`src/pkg/fto_pkg.sv`:
```
// Purpose: Shared constants for the fault turn-off and propagation block
// Assumes: 100 MHz clock, 8-bit register port
// Notes:   Style codes double as the codes sent on the fault line
package fto_pkg;

	// ==========================================================
	// Timing
	// ==========================================================
	localparam int CLK_PERIOD_NS  = 10;
	localparam int RETRY_MS       = 130;
	localparam int RETRY_CYCLES   = RETRY_MS * 1000000 / CLK_PERIOD_NS;
	localparam int OK_SLOT_NS     = 1000;
	localparam int OK_SLOT_CYCLES = OK_SLOT_NS / CLK_PERIOD_NS;

	// ==========================================================
	// Register offsets
	// ==========================================================
	localparam logic [7:0] ADDR_LATCH_CONFIG = 8'h00;
	localparam logic [7:0] ADDR_PROP_CONFIG  = 8'h02;
	localparam logic [7:0] ADDR_STYLE_CONFIG = 8'h04;
	localparam logic [7:0] ADDR_FAULT_FLAGS  = 8'h16;

	// ==========================================================
	// Reset values
	// ==========================================================
	localparam logic [7:0] RST_LATCH_CONFIG = 8'h43;
	localparam logic [7:0] RST_PROP_CONFIG  = 8'h3F;
	localparam logic [5:0] RST_STYLE_CONFIG = 6'h20;
	localparam logic [5:1] RST_FAULT_FLAGS  = 5'h1F;

	// ==========================================================
	// Field positions (flags, latch and propagate share them)
	// ==========================================================
	localparam int BIT_WARN_THERMAL = 7;
	localparam int BIT_WARN_WINDOW  = 6;
	localparam int BIT_RAMP         = 5;
	localparam int BIT_THERMAL      = 4;
	localparam int BIT_CURRENT      = 3;
	localparam int BIT_LOW_V        = 2;
	localparam int BIT_EXCESS_V     = 1;
	localparam int BIT_PHASE_RSVD   = 0;
	localparam int BIT_RAMP_ENABLE  = 7;
	localparam int PROP_WIDTH       = 6;

	// Style fields in the style register
	localparam int STY_THERMAL_LSB  = 0;
	localparam int STY_LOW_V_LSB    = 2;
	localparam int STY_EXCESS_V_LSB = 4;

	// ==========================================================
	// Turn-off styles
	// ==========================================================
	localparam logic [1:0] STYLE_SEQ  = 2'h0;
	localparam logic [1:0] STYLE_CRIT = 2'h1;
	localparam logic [1:0] STYLE_EMER = 2'h2;

	typedef enum logic [2:0] {
		TX_IDLE, TX_START, TX_BIT1, TX_BIT0, TX_HOLD
	} fto_tx_e;

	typedef enum logic [2:0] {
		RX_IDLE, RX_START, RX_BIT1, RX_BIT0, RX_OFF
	} fto_rx_e;

endpackage : fto_pkg

```
`src/rtl/fto_fault_turnoff.sv`:
```
// Purpose: Fault turn-off styles, fault flags and fault-line propagation
// Assumes: Fault inputs are levels synchronous to clk
// Notes:   Fault line is open drain; okIn is the resolved wire level
//
// Operation
// - Sequenced style requests normal ramp-down shutdown
// - Critical style turns both switches off
// - Emergency: upper off, lower on together
// - Style chosen per thermal, low, excess voltage
// - Fault flags register at 0x16 holds status
// - Writing one clears a latched fault bit
// - Propagating fault pulls fault line low
// - Low fault line starts same-style turn-off; this block runs critical until the two code slots are decoded
// - Turn-off type coded in the two slots after the falling edge's start slot
// - Propagated fault turns off healthy regulators
// - Propagate only fault types enabled for it
// - Propagation enables readable and writable register
// - Active fault reads zero, inactive one
// - Non-latching retries every 130 ms
// - Propagation enable bit positions, 7:6 zero
// - Latch config selects latching per type
`timescale 1ns/10ps
`default_nettype none

module fto_fault_turnoff
	import fto_pkg::*;
#(
	parameter int RETRY_COUNT = RETRY_CYCLES,
	parameter int SLOT_COUNT  = OK_SLOT_CYCLES
) (
	// Clock and reset
	input  wire logic       clk,
	input  wire logic       sys_rst,
	// Protection conditions
	input  wire logic       thermalWarning,
	input  wire logic       outputInWindowWarning,
	input  wire logic       rampDeviationFault,
	input  wire logic       thermalFault,
	input  wire logic       excessCurrentFault,
	input  wire logic       lowVoltageFault,
	input  wire logic       excessVoltageError,
	// Register port
	input  wire logic [7:0] regAddr,
	input  wire logic [7:0] regWrData,
	input  wire logic       regWrEn,
	input  wire logic       regRdEn,
	output logic      [7:0] regRdData_q,
	// Shared fault line
	input  wire logic       okIn,
	output logic            okOut,
	output logic            okOe,
	// Power stage control
	output logic            seqOffReq_q,
	output logic            upperForceOff_q,
	output logic            lowerForceOff_q,
	output logic            lowerForceOn_q
);

	// ==========================================================
	// Declarations
	// ==========================================================
	logic [7:0]      latchConfig_q;
	logic [5:0]      propConfig_q;
	logic [5:0]      styleConfig_q;
	logic [5:1]      flags_q;
	logic [5:1]      cond;
	logic [5:1]      newFault;
	logic [1:0]      newStyle;
	logic            newProp;
	logic            offActive_q;
	logic [1:0]      ownStyle_q;
	logic [31:0]     retryCnt_q;
	logic            retryTick;
	logic            flagWrite;
	fto_tx_e         txState_q;
	logic [31:0]     txCnt_q;
	logic [1:0]      txCode_q;
	logic            txSlotEnd;
	fto_rx_e         rxState_q;
	logic [31:0]     rxCnt_q;
	logic [1:0]      rxCode_q;
	logic            okPrev_q;
	logic            rxSlotEnd;
	logic            rxMid;
	logic            rxActive;
	logic            offNow;
	logic [1:0]      effStyle;

	// Pick the harsher of two styles
	function automatic logic [1:0] harsher(input logic [1:0] a, input logic [1:0] b);
		return (a == STYLE_EMER || b == STYLE_EMER) ? STYLE_EMER :
		       (a == STYLE_CRIT || b == STYLE_CRIT) ? STYLE_CRIT : STYLE_SEQ;
	endfunction : harsher

	// ==========================================================
	// Fault detection
	// ==========================================================
	// Condition vector; ramp fault gated by its enable
	assign cond[BIT_RAMP]     = rampDeviationFault & latchConfig_q[BIT_RAMP_ENABLE];
	assign cond[BIT_THERMAL]  = thermalFault;
	assign cond[BIT_CURRENT]  = excessCurrentFault;
	assign cond[BIT_LOW_V]    = lowVoltageFault;
	assign cond[BIT_EXCESS_V] = excessVoltageError;

	// Event only where the flag still reads inactive
	assign newFault = cond & flags_q;

	always_comb begin
		newStyle = STYLE_SEQ;
		if (newFault[BIT_RAMP] || newFault[BIT_CURRENT]) begin
			newStyle = STYLE_CRIT;
		end
		if (newFault[BIT_THERMAL]) begin
			newStyle = harsher(newStyle, styleConfig_q[STY_THERMAL_LSB +: 2]);
		end
		if (newFault[BIT_LOW_V]) begin
			newStyle = harsher(newStyle, styleConfig_q[STY_LOW_V_LSB +: 2]);
		end
		if (newFault[BIT_EXCESS_V]) begin
			newStyle = harsher(newStyle, styleConfig_q[STY_EXCESS_V_LSB +: 2]);
		end
	end

	assign newProp = |(newFault & propConfig_q[5:1]);

	assign flagWrite = regWrEn && (regAddr == ADDR_FAULT_FLAGS);

	// ==========================================================
	// Registers
	// ==========================================================
	// latch config; propagation config; style config
	always_ff @(posedge clk or posedge sys_rst) begin
		if (sys_rst) begin
			latchConfig_q <= RST_LATCH_CONFIG;
			propConfig_q  <= RST_PROP_CONFIG[5:0];
			styleConfig_q <= RST_STYLE_CONFIG;
		end else if (regWrEn) begin
			case (regAddr)
				ADDR_LATCH_CONFIG: latchConfig_q <= regWrData;
				ADDR_PROP_CONFIG:  propConfig_q  <= regWrData[5:0];
				ADDR_STYLE_CONFIG: styleConfig_q <= regWrData[5:0];
				default: ;
			endcase
		end
	end

	// flags low while active; set wins over clear
	always_ff @(posedge clk or posedge sys_rst) begin
		if (sys_rst) begin
			flags_q <= RST_FAULT_FLAGS;
		end else begin
			for (int i = 1; i <= 5; i++) begin
				if (cond[i]) begin
					flags_q[i] <= 1'b0;
				end else if (flagWrite && regWrData[i]) begin
					flags_q[i] <= 1'b1;
				end else if (retryTick && !latchConfig_q[i]) begin
					flags_q[i] <= 1'b1;
				end
			end
		end
	end

	// read mux, one cycle after the strobe
	always_ff @(posedge clk or posedge sys_rst) begin
		if (sys_rst) begin
			regRdData_q <= 8'h00;
		end else if (regRdEn) begin
			case (regAddr)
				ADDR_LATCH_CONFIG: regRdData_q <= latchConfig_q;
				ADDR_PROP_CONFIG:  regRdData_q <= {2'b00, propConfig_q};
				ADDR_STYLE_CONFIG: regRdData_q <= {2'b00, styleConfig_q};
				ADDR_FAULT_FLAGS:  regRdData_q <= {~thermalWarning, ~outputInWindowWarning, flags_q, 1'b1};
				default:           regRdData_q <= 8'h00;
			endcase
		end
	end

	// ==========================================================
	// Own shutdown and retry
	// ==========================================================
	// Off on a new fault; a tick ends it once every flag is or becomes clear
	always_ff @(posedge clk or posedge sys_rst) begin
		if (sys_rst) begin
			offActive_q <= 1'b0;
			ownStyle_q  <= STYLE_SEQ;
		end else if (|newFault) begin
			offActive_q <= 1'b1;
			ownStyle_q  <= offActive_q ? harsher(ownStyle_q, newStyle) : newStyle;
		end else if (retryTick && (&(flags_q | (~latchConfig_q[5:1] & ~cond)))) begin
			offActive_q <= 1'b0;
		end
	end

	always_ff @(posedge clk or posedge sys_rst) begin
		if (sys_rst) begin
			retryCnt_q <= 32'h0;
		end else begin
			retryCnt_q <= (!offActive_q || retryTick) ? 32'h0 : retryCnt_q + 32'h1;
		end
	end

	assign retryTick = offActive_q && (retryCnt_q == 32'(RETRY_COUNT - 1));

	// ==========================================================
	// Fault line transmitter
	// ==========================================================
	assign txSlotEnd = (txCnt_q == 32'(SLOT_COUNT - 1));

	// low start slot, two code slots, then hold
	always_ff @(posedge clk or posedge sys_rst) begin
		if (sys_rst) begin
			txState_q <= TX_IDLE;
			txCnt_q   <= 32'h0;
			txCode_q  <= STYLE_SEQ;
		end else begin
			txCnt_q <= (txState_q == TX_IDLE || txSlotEnd) ? 32'h0 : txCnt_q + 32'h1;
			case (txState_q)
				TX_IDLE: begin
					if (newProp && rxState_q == RX_IDLE) begin
						txState_q <= TX_START;
						txCode_q  <= newStyle;
					end
				end
				TX_START: if (txSlotEnd) txState_q <= TX_BIT1;
				TX_BIT1:  if (txSlotEnd) txState_q <= TX_BIT0;
				TX_BIT0:  if (txSlotEnd) txState_q <= TX_HOLD;
				TX_HOLD:  if (!offActive_q) txState_q <= TX_IDLE;
				default: txState_q <= TX_IDLE;
			endcase
		end
	end

	// open drain, enable high only while pulling low
	assign okOut = 1'b0;
	always_comb begin
		case (txState_q)
			TX_START, TX_HOLD: okOe = 1'b1;
			TX_BIT1:           okOe = !txCode_q[1];
			TX_BIT0:           okOe = !txCode_q[0];
			default:           okOe = 1'b0;
		endcase
	end

	// ==========================================================
	// Fault line receiver
	// ==========================================================
	assign rxSlotEnd = (rxCnt_q == 32'(SLOT_COUNT - 1));
	assign rxMid     = (rxCnt_q == 32'(SLOT_COUNT / 2));

	// decode type after a falling edge not our own
	always_ff @(posedge clk or posedge sys_rst) begin
		if (sys_rst) begin
			rxState_q <= RX_IDLE;
			rxCnt_q   <= 32'h0;
			rxCode_q  <= STYLE_SEQ;
			okPrev_q  <= 1'b1;
		end else begin
			okPrev_q <= okIn;
			rxCnt_q  <= (rxState_q == RX_IDLE || rxSlotEnd) ? 32'h0 : rxCnt_q + 32'h1;
			case (rxState_q)
				RX_IDLE: begin
					if (okPrev_q && !okIn && txState_q == TX_IDLE) begin
						rxState_q <= RX_START;
					end
				end
				RX_START: if (rxSlotEnd) rxState_q <= RX_BIT1;
				// Sample each code slot at its middle
				RX_BIT1: begin
					if (rxMid) rxCode_q[1] <= okIn;
					if (rxSlotEnd) rxState_q <= RX_BIT0;
				end
				RX_BIT0: begin
					if (rxMid) rxCode_q[0] <= okIn;
					if (rxSlotEnd) rxState_q <= RX_OFF;
				end
				// Stay off until line high for a whole slot; low restarts the count
				RX_OFF: begin
					if (okIn && rxSlotEnd) begin
						rxState_q <= RX_IDLE;
					end else if (!okIn) begin
						rxCnt_q <= 32'h0;
					end
				end
				default: rxState_q <= RX_IDLE;
			endcase
		end
	end

	// remote shutdown from the first falling edge
	assign rxActive = (rxState_q != RX_IDLE);

	// Unknown code treated as the harshest style
	assign effStyle = offActive_q ? ownStyle_q :
	                  (rxState_q != RX_OFF) ? STYLE_CRIT :
	                  (rxCode_q <= STYLE_EMER) ? rxCode_q : STYLE_EMER;

	assign offNow = offActive_q || rxActive;

	// ==========================================================
	// Power stage outputs
	// ==========================================================
	// map style onto switch controls
	always_ff @(posedge clk or posedge sys_rst) begin
		if (sys_rst) begin
			seqOffReq_q     <= 1'b0;
			upperForceOff_q <= 1'b0;
			lowerForceOff_q <= 1'b0;
			lowerForceOn_q  <= 1'b0;
		end else begin
			seqOffReq_q     <= offNow;
			upperForceOff_q <= offNow && (effStyle != STYLE_SEQ);
			lowerForceOff_q <= offNow && (effStyle == STYLE_CRIT);
			lowerForceOn_q  <= offNow && (effStyle == STYLE_EMER);
		end
	end

endmodule : fto_fault_turnoff

`default_nettype wire

```
`config.mk`:
```
export PLATFORM = sky130hd
export DESIGN_NAME = fto_fault_turnoff
export DESIGN_NICKNAME = d
export VERILOG_FILES = /design/src/pkg/fto_pkg.sv /design/src/rtl/fto_fault_turnoff.sv
export SDC_FILE = /design/constraint.sdc
export NUM_CORES = 1
export LEC_CHECK = 0
export BUFFER_PORTS_ARGS = -buffer_cell sky130_fd_sc_hd__buf_2
export CAP_MARGIN = 10
export CORE_MARGIN = 1.5
export CORE_UTILIZATION = 25
export DETAILED_ROUTE_END_ITERATION = 8
export GPL_ROUTABILITY_DRIVEN = 0
export PLACE_DENSITY_LB_ADDON = 0.12
export SETUP_SLACK_MARGIN = 0.4
export SLEW_MARGIN = 20
export SYNTH_ARGS = -nofsm -noshare
export SYNTH_HDL_FRONTEND = slang
export SYNTH_SLANG_ARGS = --single-unit
```
`constraint.sdc`:
```
create_clock -name clk -period 6.46 [get_ports clk]
set_input_delay 0 -clock clk [delete_from_list [all_inputs] [get_ports clk]]
set_output_delay 0 -clock clk [all_outputs]
set_load 0.03 [all_outputs]
```
Yosys cells after proc, flatten, opt, wreduce, memory -nomap -nowiden:

Index checks and enable logic that the tools add are counted.

* flip-flop bits (word level): 147
* input port bits: 28
* output and inout bits: 14

* magnitude comparators: 1
* equality and inequality tests: 44
* add/subtract/negate cells: 3
* reductions and logical operators: 65
* bitwise gates (word level): 9
* multiplexer cells: 53

Operators with widths (count)
* two-way mux 32 bit: 6
* adder 32 x 1 -> 32 bit, second input constant: 3
* equality test 32 x 7 -> 1 bit, second input constant: 2
* equality test 32 x 24 -> 1 bit, second input constant: 1
* equality test 32 x 6 -> 1 bit, second input constant: 1
* one-hot mux 8 bit (4 select lines): 1
* two-way mux 3 bit: 10
* one-hot mux 3 bit (5 select lines): 2
* two-way mux 1 bit: 22
* two-way mux 2 bit: 11
* logical AND 1 bit: 20
* equality test 2 x 1 -> 1 bit, second input constant: 9
* equality test 2 bit, second input constant: 9
* nonzero test 3 bit: 6
* != test 2 bit, second input constant: 8
* bitwise AND 5 bit: 3
* AND reduction 5 bit: 3
* logical OR 1 bit: 13
* equality test 3 x 2 -> 1 bit, second input constant: 4
* AND reduction 2 bit: 6
* NOT 5 bit: 2
* OR reduction 5 bit: 2
* zero test 1 bit: 9
* equality test 8 x 2 -> 1 bit, second input constant: 1
* other kinds (15): 21

Longest topological paths before layout:

Gate-level depths: netlist of the first run.

* depth in word-level cells: 24
* mapped depth: 7
* depth with buffers taken out: 5

Worst setup path before layout of the first run:

Ideal clock, no wire load.

* path type: reg-to-reg
* start: register txCnt_q[0]
* end: register txCnt_q[28]
* setup time: 0.079 ns
* arrival: 1.897 ns
* required time: 6.381 ns
* clock period less this slack: 1.976 ns
* setup slack: 4.484 ns
* cell stages (with the launch flop): 8
* path through: dfrtp_1 > ha_1 > nand2_1 > or3_1 > clkbuf_1 > clkbuf_1 > nor4_1 > mux2i_1

* longest elaborated chain between the ends: 3
* elaborated cells on any way between the ends: 4
* those cells by class: add/sub (1); eq/ne (1); mux (1); reduce/logical (1)

RTL lines
* from (decl): line fto_fault_turnoff.sv:76 `logic [31:0] txCnt_q;`
* from (signal assigned): line fto_fault_turnoff.sv:217 `txCnt_q <= (txState_q == TX_IDLE || txSlotEnd) ? 32'h0 : txCnt_q + 32'h1;`
* parallel branches: the longest is 2 deep, another holds adder 32 x 1 -> 32 bit
* two-way mux 32 bit (*): line fto_fault_turnoff.sv:217

Every way passes the cells marked *.
A chain may end at the register's enable or synchronous reset.

Worst setup path in the final report of the first run:

* start: register retryCnt_q[0]
* end: register flags_q[2] (netlist bit)

* longest elaborated chain between the ends: 4

RTL lines
* from (decl): line fto_fault_turnoff.sv:72 `logic [31:0] retryCnt_q;`
* from (signal assigned): line fto_fault_turnoff.sv:199 `retryCnt_q <= (!offActive_q || retryTick) ? 32'h0 : retryCnt_q + 32'h1;`
* equality test 32 x 24 -> 1 bit: line fto_fault_turnoff.sv:203 `assign retryTick = offActive_q && (retryCnt_q == 32'(RETRY_COUNT - 1));`
* logical AND 1 bit: line fto_fault_turnoff.sv:203
* logical AND 1 bit: line fto_fault_turnoff.sv:157 `end else if (retryTick && !latchConfig_q[i]) begin`
* nonzero test 3 bit (no source line)
* to (signal, indexed assignment): line fto_fault_turnoff.sv:154 `flags_q[i] <= 1'b0;`
* to (signal, indexed assignment): line fto_fault_turnoff.sv:156 `flags_q[i] <= 1'b1;`
* to (signal, indexed assignment): line fto_fault_turnoff.sv:158 `flags_q[i] <= 1'b1;`
* to (decl): line fto_fault_turnoff.sv:65 `logic [5:1] flags_q;`

No other way between the ends.

==> results.txt, run 1 <==
The run finished with clean final reports. The number of placed cells counting well taps came out at 1229. Global routing used 13.1% of the available tracks. The count of placed standard cells in the final layout, fillers left out is about 1300. The path depth of the worst reg2reg path came out at 6. The clock transition at the registers of the reported paths is 0.07 ns. At the worst endpoint, the required time is 6.83 ns. The number of hold violations in the final report came out at 0. The core utilization of the finished layout is a little under a third.

The post-synthesis sequential area ratio is a little under half. For the final database, setup skew stands at 0.0116 ns. In this run the most critical hold path is launched from regAddr[6].

The first-pass GRT wire length is 34900 um. Summing all placed instances gives a cell area of 0.00850 mm2. The starting density of the core is 25.6%. After clock tree synthesis, the repair step resized 0 gates. The relative area change from synthesis to final layout came out at 17.8%. The via count of the first global-routing pass is 6452. In this run the static leakage power is 3.58 nW.

The total wirelength of the detailed-routed design came out at roughly 20000 um. The met1 track utilization from global routing came out at a little under a fifth. In the finished design, the share of the clock period the worst path needs comes to roughly 43%. The core footprint is a little over 0.03 mm2. Among all stages on the critical path, the largest delay is contributed by sky130_fd_sc_hd__or4_1. Setup repair after global routing left no endpoint under its margin. The synthesized netlist contains 61 unique library cells. The number of post-CTS setup repair buffers is 0. The post-route antenna net violation count is 0. The fraction of layout instances using a drive strength above 1 came out at 14.2%. The average instance in the mapped netlist occupies 9.52 um2. The number of synthesized flops with an enable pin is 0. The count of endpoints failing setup in the final report is 0. The critical path's largest stage delay is 0.68 ns. The number of max-slew violations in the final report is 0.

TritonCTS built the clock tree. The residual overflow from global routing is 0. The post-synthesis instance area came out at 0.00792 mm2. The met2 usage in global routing came out at 20.4%. The share of Yosys cell area claimed by the top area cell type is 41.4%.

The predominant post-synthesis flop cell is sky130_fd_sc_hd__dfrtp_1. The register-to-register setup slack came out at around 3.7 ns. The worst hold path was traced through 4 stages.

The H-tree was split into 4 levels. The detailed-route via count came out at 6582. The flip-flop and latch count after synthesis is roughly 150.

The summed negative setup slack over all endpoints came out at 0 ns. The vertical extent of the die is 181 um. The tool flagged a number of max-cap violations equal to 0. The tree is rooted in a sky130_fd_sc_hd__clkbuf_16.

The type of the setup path with the least slack is reg2reg. The capture point of the worst reg-to-reg path is flags_q[2]. The first detailed-routing pass ran for 5 iterations. The global routing stage identified its most utilized layer as met2. In this run the tool buffered the top-level ports with 40 buffer cells. After the first detailed-routing iteration, the DRC count stood at 446. The worst register-to-register path begins at retryCnt_q[0]. The die extent in x is 181 um. In the final routed layout, each cell accounts on average for 16.0 um.

Entering global routing, the biggest net connects 94 pins. The biggest area contributor in the post-synthesis netlist is sky130_fd_sc_hd__dfrtp_1. Broken down by cell family, the worst path's largest delay share belongs to simple AND/OR/NAND/NOR gates. The worst setup path is launched from a flop. The number of hold buffers added after CTS came out at 24. The largest fanout on the critical path is 22. The worst hold path terminates at regRdData_q[0]. Summing all non-filler instances in the final layout gives an area of 0.00933 mm2. The worst slew margin relative to its limit came out at 29.0%.

Walking the worst path, the cells encountered are ha_1 > and2_1 > nand2_1 > or4_1 > a21oi_1 > dlygate4sd3_1. The post-layout minimum cycle time came out at 2.75 ns. The maximum clock frequency came out at ~0.36 GHz. The synthesized netlist net count came out at 864. The number of buffers on the longest clock path is 2.

The combined buffer and inverter count along the critical path is 1. The number of clock sinks seen by CTS is 147. 0 antenna diodes ended up in the layout.

The initial antenna violation count is 1. The die area is 0.0328 mm2. The post-placement worst setup slack came out at 3.92 ns.

The power per standard cell area came out at approximately 220 mW/mm2. The mean number of vias per cell is ~5. At the worst endpoint, the arrival time is about 3.1 ns. Synthesis produced a netlist whose cell count is 832. The worst hold path belongs to the class in2reg. Buffers inserted during clock tree synthesis total 17. The fraction of registers with async set or reset after synthesis is 100%. The number of I/O pins is 42. The critical path endpoint category is a flop.

The worst ir drop on vdd came out at around 0.17 mV. At the later pin of the worst-skew pair, clock insertion delay measures 0.44 ns. By area the synthesized netlist is led by sky130_fd_sc_hd__dfrtp_1, sky130_fd_sc_hd__dfstp_2, sky130_fd_sc_hd__or4_1.

The number of design rule violations left after detail routing came out at 0. The transition time at the pin with the least slew margin is between 1 and 1.5 ns. The met3 global-route usage came out at 2.56%.

Summed over all nets, the half-perimeter wirelength after detailed placement is ~14000 um. The final layout contains 908 nets. The floorplan has 64 rows. Yosys printed 0 warnings. The minimum setup slack in the final design came out at 3.71 ns.
==> how the worst max path moves through the flow <==
stage | start | end | depth (start not counted)
finish | retryCnt_q[0] | flags_q[2] | 6
global route | retryCnt_q[0] | flags_q[3] | 6
CTS | retryCnt_q[0] | flags_q[5] | 6
detailed placement | retryCnt_q[0] | retryCnt_q[7] | 6
global placement | retryCnt_q[0] | retryCnt_q[4] | 6
floorplan | sys_rst | latchConfig_q[2] | 1
==> cells in the final DEF (no fill, tap or decap), drive strengths merged, types with 7 or more instances in the layout <==
cell type	instances
o22ai	10
or4	42
dlygate4sd3	24
nand3	38
nand2b	8
a21oi	56
o21ai	22
xor2	14
mux2i	16
inv	40
clkbuf	20
buf	44
mux2	24
nor2	57
dfrtp	131
nand4	30
dfstp	16
and3	8
or3	20
xnor2	18
a31oi	8
o311ai	7
nor3	17
and4	9
nand2	60
o211ai	10
nor4	36
o31ai	35
==> where the power goes <==
| group | internal [mW] | total [mW] | switching, mW |
|---|---|---|---|
| Clock | 0.589 | 1.01 | 0.425 |
| Combinational | 0.0327 | 0.0843 | 0.0516 |
| Sequential | 0.936 | 0.949 | 0.0131 |
| Total | 1.56 | 2.05 | 0.489 |
==> area by class of cell <==
class | count | area, um2
Clock buffer | 20 | 457
Clock inverter | 12 | 130
Fill cell | 3287 | 21600
Inverter | 39 | 151
Multi-Input combinational cell | 603 | 3930
Sequential cell | 147 | 3700
Tap cell | 396 | 495
Timing Repair Buffer | 68 | 470
==> worst reg2reg max path: stages, from the launching register on <==
cell and delay, ns:
sky130_fd_sc_hd__dfrtp_1 0.36, sky130_fd_sc_hd__ha_1 0.22, sky130_fd_sc_hd__and2_1 0.23, sky130_fd_sc_hd__nand2_1 0.44, sky130_fd_sc_hd__or4_1 0.69, sky130_fd_sc_hd__a21oi_1 0.17, sky130_fd_sc_hd__dlygate4sd3_1 0.57
==> cell families after synthesis <==
logic type | after synthesis | share of synthesized area (%)
other cells | 1 | 0.0473
xor+xnor | 32 | 3.54
buf+inv | 82 | 4.03
fa+ha+maj | 4 | 0.632
mux | 40 | 5.43
flops | 147 | 46.7
compound gates | 174 | 14.5
simple gates | 352 | 25.2
==> synthesized netlist by cell type, types with 20 or more instances <==
cell,instances
sky130_fd_sc_hd__a21oi_1,56
sky130_fd_sc_hd__clkbuf_1,36
sky130_fd_sc_hd__dfrtp_1,131
sky130_fd_sc_hd__inv_1,39
sky130_fd_sc_hd__mux2_2,24
sky130_fd_sc_hd__nand2_1,59
sky130_fd_sc_hd__nand3_1,38
sky130_fd_sc_hd__nand4_1,29
sky130_fd_sc_hd__nor2_1,57
sky130_fd_sc_hd__nor4_1,36
sky130_fd_sc_hd__o21ai_0,21
sky130_fd_sc_hd__o31ai_1,33
sky130_fd_sc_hd__or3_1,20
sky130_fd_sc_hd__or4_1,42
==> flip-flops by register name (all words and copies together) (netlist names), 3 cells and up <==
register / cells
latchConfig_q: 8
rxState_q: 3
styleConfig_q: 6
rxCnt_q: 32
regRdData_q: 8
txState_q: 3
retryCnt_q: 32
propConfig_q: 6
txCnt_q: 32
flags_q: 5
==> routing by layer <==
metal / vias to the layer above / wire length, um
met1: 3238 / 10600
li1: 3257 / -
met2: 75 / 9310
met3: 12 / 483
met4: 0 / 192
met5: - / 0
==> through the flow <==
step                hold slack, ns  power [mW]
floorplan                  0.00448        1.01
global placement             0.173        1.04
detailed placement           0.176        1.04
CTS                        0.00642        2.08
global route                0.0330        2.13
finish                      0.0247        2.05
(Power assumes the default switching activity.)
==> run 2: changes to the inputs <==
clock period = 2.6 ns   (was 6.46 ns; I/O delays follow)
==> results.txt, run 2 (synthesis gave the netlist of run 1 again) <==
The flow ran to the end, and the final reports show no timing, DRC or antenna violations. The power per standard cell area is about 540 mW/mm2. During I/O placement, the number of pins put on the boundary was 42.

The number of placed cells counting well taps came out at 1249. The residual overflow from global routing is 0. Relative to the synthesized area, the layout overhead comes to 20.5%. The number of antenna cells inserted came out at 0.

The minimum setup slack in the final design is ~0.53 ns. The post-layout minimum cycle time is 2.07 ns. CTS built an H-tree with a depth of 4.

The final clock period utilization by the worst path came out at 79.6%. The via count of the first global-routing pass came to 6548. The number of clock buffers inserted by TritonCTS came out at 17. After detailed routing, the number of remaining DRC violations is 0. The total wirelength of the detailed-routed design is 20600 um. The kind of cell with the highest combined delay along the critical path is simple AND/OR/NAND/NOR gates. The summed negative setup slack over all endpoints came out at 0 ns.

The top cell types in the final layout, fill and taps aside, are sky130_fd_sc_hd__dfrtp_1, sky130_fd_sc_hd__nand2_1, sky130_fd_sc_hd__nor2_1. The largest registers in the layout are retryCnt_q: 32 flops, rxCnt_q: 32 flops, txCnt_q: 32 flops. For this configuration, the core starts out at a cell density of about a quarter. TritonCTS built the clock tree. The required time of the worst setup path is roughly 3 ns.

The maximum number of pins on one net before global-route repair is 65. The die extent in x came out at 181 um. For the worst-skew pair, the clock arrives at the later sink with an insertion delay of 0.43 ns. The first global-routing pass estimated 35000 um of wire.

The most common library cell in the layout ignoring fill and taps is sky130_fd_sc_hd__dfrtp_1. The count of cells in the finished layout, fillers not included, comes to 1304. The vertical extent of the die came out at 181 um. The fraction of layout instances using a drive strength above 1 is between 10% and 20%. The signal on the critical path passes through nand3_1 > or4_1 > nor4_1 > mux2i_1. The largest fanout on the critical path is 7. The count of nets after finishing is between 900 and 1000.

In this run the tightest slew margin relative to its limit is 54.6%. Clock tree synthesis found a total of 147 sinks. The die area is ~0.033 mm2.

The critical path's slowest cell is sky130_fd_sc_hd__or4_1. The critical path's largest stage delay is 0.66 ns. The class of the most critical hold timing path is in2reg. The post-detailed-route wirelength per cell came out at 15.8 um. The number of maximum-capacitance constraint violations came out at 0. The count of endpoints failing setup in the final report came out at 0. The leakage dissipation is 3.70 nW. The type of the setup path with the least slack is reg2reg. The critical path endpoint category is a flop. The clock transition at the registers of the reported paths came out at 0.06 ns.

The number of max-slew violations in the final report is 0. The detailed-route via count is 6605. Setup repair after global routing could not meet its margin everywhere. The data arrival time of the worst path came out at approximately 2.4 ns. The initialized floorplan defines 64 standard-cell rows. The number of buffers on the longest clock path is 2. The initial antenna violation count came out at 1. The starting DRC count in detailed routing is 445. The mean number of vias per cell came out at between 5 and 6. The total of buffers placed on input and output ports came out at 40. The transition time at the pin with the least slew margin is around 0.68 ns. The worst clock skew on the final layout came out at 0.0133 ns. The final-layout fill cell count came out at 3307. The detail route stage leaves a number of antenna-violating nets equal to 0.

The core footprint is 0.0309 mm2. Static timing analysis puts the maximum clock frequency at 0.483 GHz. The sequential cell area in the final layout came out at 0.00370 mm2.

The post-placement worst setup slack came out at 0.316 ns. The worst ir drop on vdd is 0.373 mV. The number of hold violations in the final report is 0. The worst setup path is launched from a flop. In the final layout, the multi-input gates occupy a little under 0.004 mm2.

The critical path contains buffers and inverters numbering 0 combined. The clock tree root driver cell is sky130_fd_sc_hd__clkbuf_16. In the global route stage, overall resource usage came out at 13.1%. The detailed placer's ending HPWL came out at 13700 um.

The first-pass detailed-route iteration total came out at 5.
-- run 2: final timing paths --
path	from	endpoint	slack [ns]	cells after the start
hold reg to reg	retryCnt_q[0]	retryCnt_q[0]	0.46	1
hold / removal	regAddr[6]	regRdData_q[0]	0.04	4
setup reg to reg	txCnt_q[15]	txCnt_q[28]	0.53	4
min in group asynchronous	sys_rst	txCnt_q[6]	0.24	3
max in group asynchronous	sys_rst	propConfig_q[3]	1.49	4
setup / recovery	txCnt_q[15]	txCnt_q[28]	0.53	4
-- run 2: what timing repair did --
item	4_1_cts	5_1_grt
hold buffers	20	0
gates resized for setup	3	6
setup buffers	0	3
endpoints found under the hold margin	62	0
setup endpoints to repair	8	40
pin swaps	0	2
-- run 2: through the flow --
stage / cell area (um2) / utilization [%] / total power, mW / hold slack [ns]
4_1_cts: 9500 / 30.7 / 5.27 / 0.0193
2_1_floorplan: 7930 / - / 2.50 / 0.00448
3_5_place_dp: 8680 / 28.1 / 2.59 / 0.142
5_1_grt: 9550 / 30.9 / 5.39 / 0.0549
6_report: 9550 / 30.9 / 5.18 / 0.0443
3_3_place_gp: 8680 / 28.1 / 2.59 / 0.150
-- run 2: area by class of cell --
cell class,instances,share of cell area [%]
Sequential cell,147,38.7
Clock buffer,23,5.01
Clock inverter,9,1.35
Tap cell,396,5.19
Multi-Input combinational cell,603,41.5
Inverter,39,1.57
Timing Repair Buffer,87,6.62
-- run 2: per-layer routing --
metal	wire [um]	up-vias	global-route usage [%]
li1	-	3288	-
met1	10700	3223	18.8
met2	9230	83	20.5
met3	495	11	2.38
met4	159	0	3.00
met5	0	-	0
-- run 2: worst reg2reg max path: cells and delay by family, from the launching register on --
kind             cells  cell delay [ns]
and+or+nand+nor      3             1.31
DFF                  1             0.45
muxes                1             0.23
-- run 2: power breakdown --
group | switching [mW] | total (mW) | internal (mW)
clock | 1.03 | 2.62 | 1.59
combinational | 0.128 | 0.210 | 0.0814
sequential | 0.0312 | 2.36 | 2.33
==> run 3: changes to the inputs <==
clock period = 1.8 ns   (was 2.6 ns; I/O delays follow)
==> results.txt, run 3 (synthesis gave the netlist of run 1 again) <==
The run finished, with violations left. The checks that failed: setup timing. The floorplan has between 60 and 70 rows. The library cells used most frequently in the layout, excluding fill and tap cells, are sky130_fd_sc_hd__buf_4, sky130_fd_sc_hd__dfrtp_1, sky130_fd_sc_hd__nand2_1. Setup repair after global routing could not meet its margin everywhere.

The die area is 0.0328 mm2. The number of hold violations in the final report is 0. After legalization and detailed placement, the total HPWL measured 15300 um. The worst slew margin relative to its limit came out at between 60% and 70%. The net count of the finished layout is 1111.

The number of clock sinks seen by CTS is 147. The core footprint is between 0.03 and 0.04 mm2. The via count of the first global-routing pass is 7459. The number of buffers on the longest clock path came out at 2. The number of max-slew violations in the final report is 0. The final-layout fill cell count is between 3000 and 4000. The tree is rooted in a sky130_fd_sc_hd__clkbuf_16. For the pin with the worst max-slew slack, the measured transition is 0.554 ns. Summed over all layers, the global routing overflow is 0.

The class of the most critical hold timing path is in2reg. In the final layout, the share of cells above drive strength 1 is 48.6%. The final clock period utilization by the worst path is 105%.

The startpoint type of the worst setup path is a flop. The number of clock buffers inserted by TritonCTS is 17. The starting DRC count in detailed routing is 341. The starting density of the core is 25.6%. The count of cells in the finished layout, fillers not included, comes to ~1500. The summed negative setup slack over all endpoints is -1.98 ns. TritonCTS built the clock tree.

The mean number of vias per cell came out at 4.98. The deepest level of the CTS H-tree came out at 4. The worst clock skew on the final layout is 0.0100 ns. The number of antenna cells inserted is 0.

The largest registers in the layout are retryCnt_q: 32 flops, rxCnt_q: 32 flops, txCnt_q: 32 flops. The first global-routing pass estimated 38300 um of wire. Before antenna repair, the detailed router went through 6 iterations. The number of I/O pins is 42.

The startpoint of the lowest-slack register-to-register path is rxCnt_q[27]. The maximum number of pins on one net before global-route repair came out at 40. The initial antenna violation count is 0. The post-placement worst setup slack is -0.207 ns. Setup violations remaining at the end of the flow were counted as 62.

STA puts the critical path data required time at 2.15 ns. The detailed-route via count came out at roughly 7400. Leaving out fill and tap cells, the most frequent cell in the layout is sky130_fd_sc_hd__buf_4. At the later pin of the worst-skew pair, clock insertion delay measures 0.43 ns.

The data arrival time of the worst path is 2.24 ns. After detailed placement, the design holds a cell count of 1369. The post-layout minimum cycle time came out at around 1.9 ns. The overall global routing resource usage came out at between 10 and 15%. Clock-pin slew was measured on the worst setup and hold paths at 0.07 ns. The routed design has roughly 24000 um of wire. Of all nets on the critical path, the largest fanout is 5. The minimum setup slack in the final design came out at -0.0904 ns. Across the run, the number of max-cap violations was 0. The relative area change from synthesis to final layout came out at 59.0%. The vertical extent of the die is 181 um. Cells fill 40.8% of the core in the end.

The startpoint identified for the worst hold timing path is regAddr[7]. The worst ir drop on vdd came out at 0.649 mV. The number of design rule violations left after detail routing is 0.

Based on the critical path, the design can be clocked at up to between 0.5 and 0.6 GHz. The total of buffers placed on input and output ports is 40. After detailed routing, the average wire length per cell comes to 15.8 um. The die extent in x came out at 181 um. The launch point of the worst path is rxCnt_q[27].

For this design the static power due to leakage is 5.16 nW. The type of the setup path with the least slack is reg2reg. The critical path endpoint category is a flop. The power per standard cell area came out at between 600 and 700 mW/mm2. The post-route antenna net violation count is 0.
==> run 3: cell count changes in the layout (fill, tap and decap cells not counted), moves of 18 or more <==
cell | before | now
sky130_fd_sc_hd__a21oi_2 | 0 | 44
sky130_fd_sc_hd__nor4_1 | 34 | 14
sky130_fd_sc_hd__or4_4 | 1 | 19
sky130_fd_sc_hd__a21oi_1 | 56 | 8
sky130_fd_sc_hd__buf_6 | 1 | 42
sky130_fd_sc_hd__or4_1 | 41 | 23
sky130_fd_sc_hd__nor2_2 | 0 | 19
sky130_fd_sc_hd__nor2_4 | 0 | 20
sky130_fd_sc_hd__nor2_1 | 57 | 18
sky130_fd_sc_hd__buf_4 | 24 | 143
==> run 3: area by class of cell <==
cell class,count,area [um2],share of cell area [%]
flip-flops and latches,147,3710,29.5
clock buffers,18,439,3.49
repair buffers,271,2500,19.9
multi-input cells,603,5120,40.7
inverters,39,150,1.19
clock inverters,14,179,1.42
well taps,396,495,3.93
==> run 3: per-layer routing <==
metal | vias up | wire length (um) | track usage [%]
met5 | - | 0 | 0
met4 | 0 | 261 | 3.77
met3 | 22 | 545 | 2.48
met2 | 80 | 11300 | 23.5
met1 | 3653 | 11300 | 19.5
li1 | 3649 | - | -
==> run 3: path summary, 6_finish.rpt <==
| check | to | slack, ns | depth (start not counted) |
|---|---|---|---|
| max | rxState_q[0] | -0.09 | 7 |
| min | regRdData_q[0] | 0.04 | 5 |
| max reg2reg | rxState_q[0] | -0.09 | 7 |
| min reg2reg | txCnt_q[0] | 0.51 | 1 |
| max in group asynchronous | latchConfig_q[0] | 1.00 | 4 |
| min in group asynchronous | txCnt_q[24] | 0.16 | 3 |
==> run 3: repair_timing <==
item                       CTS  global route
hold endpoints to repair   126             0
resized for setup          124           140
hold buffers                21             0
gates cloned                 2             7
setup endpoints to repair  113           115
pin swaps                   65            42
setup buffers               41            16
==> run 3: power breakdown <==
part	leakage, nW	switching [mW]	internal (mW)
logic	2.94	0.240	0.196
clock network	0.293	1.56	2.24
registers	1.93	0.0396	3.36
==> run 3: worst max-delay path, cell delays in order, from the launching register on <==
cell                      delay (ns)
sky130_fd_sc_hd__dfrtp_1        0.38
sky130_fd_sc_hd__nor4_2         0.31
sky130_fd_sc_hd__buf_4          0.15
sky130_fd_sc_hd__nand4_1        0.13
sky130_fd_sc_hd__buf_6          0.18
sky130_fd_sc_hd__buf_6          0.11
sky130_fd_sc_hd__o41a_1         0.42
sky130_fd_sc_hd__nor3_2         0.12
==> run 3: stage by stage <==
stage	instance area (um2)	hold WS (ns)	total power, mW
floorplan	8390	0.00448	3.63
global placement	9960	0.0656	3.78
detailed placement	9960	0.0667	3.78
CTS	11800	0.0267	7.70
global route	12600	0.0709	7.93
finish	12600	0.0448	7.63
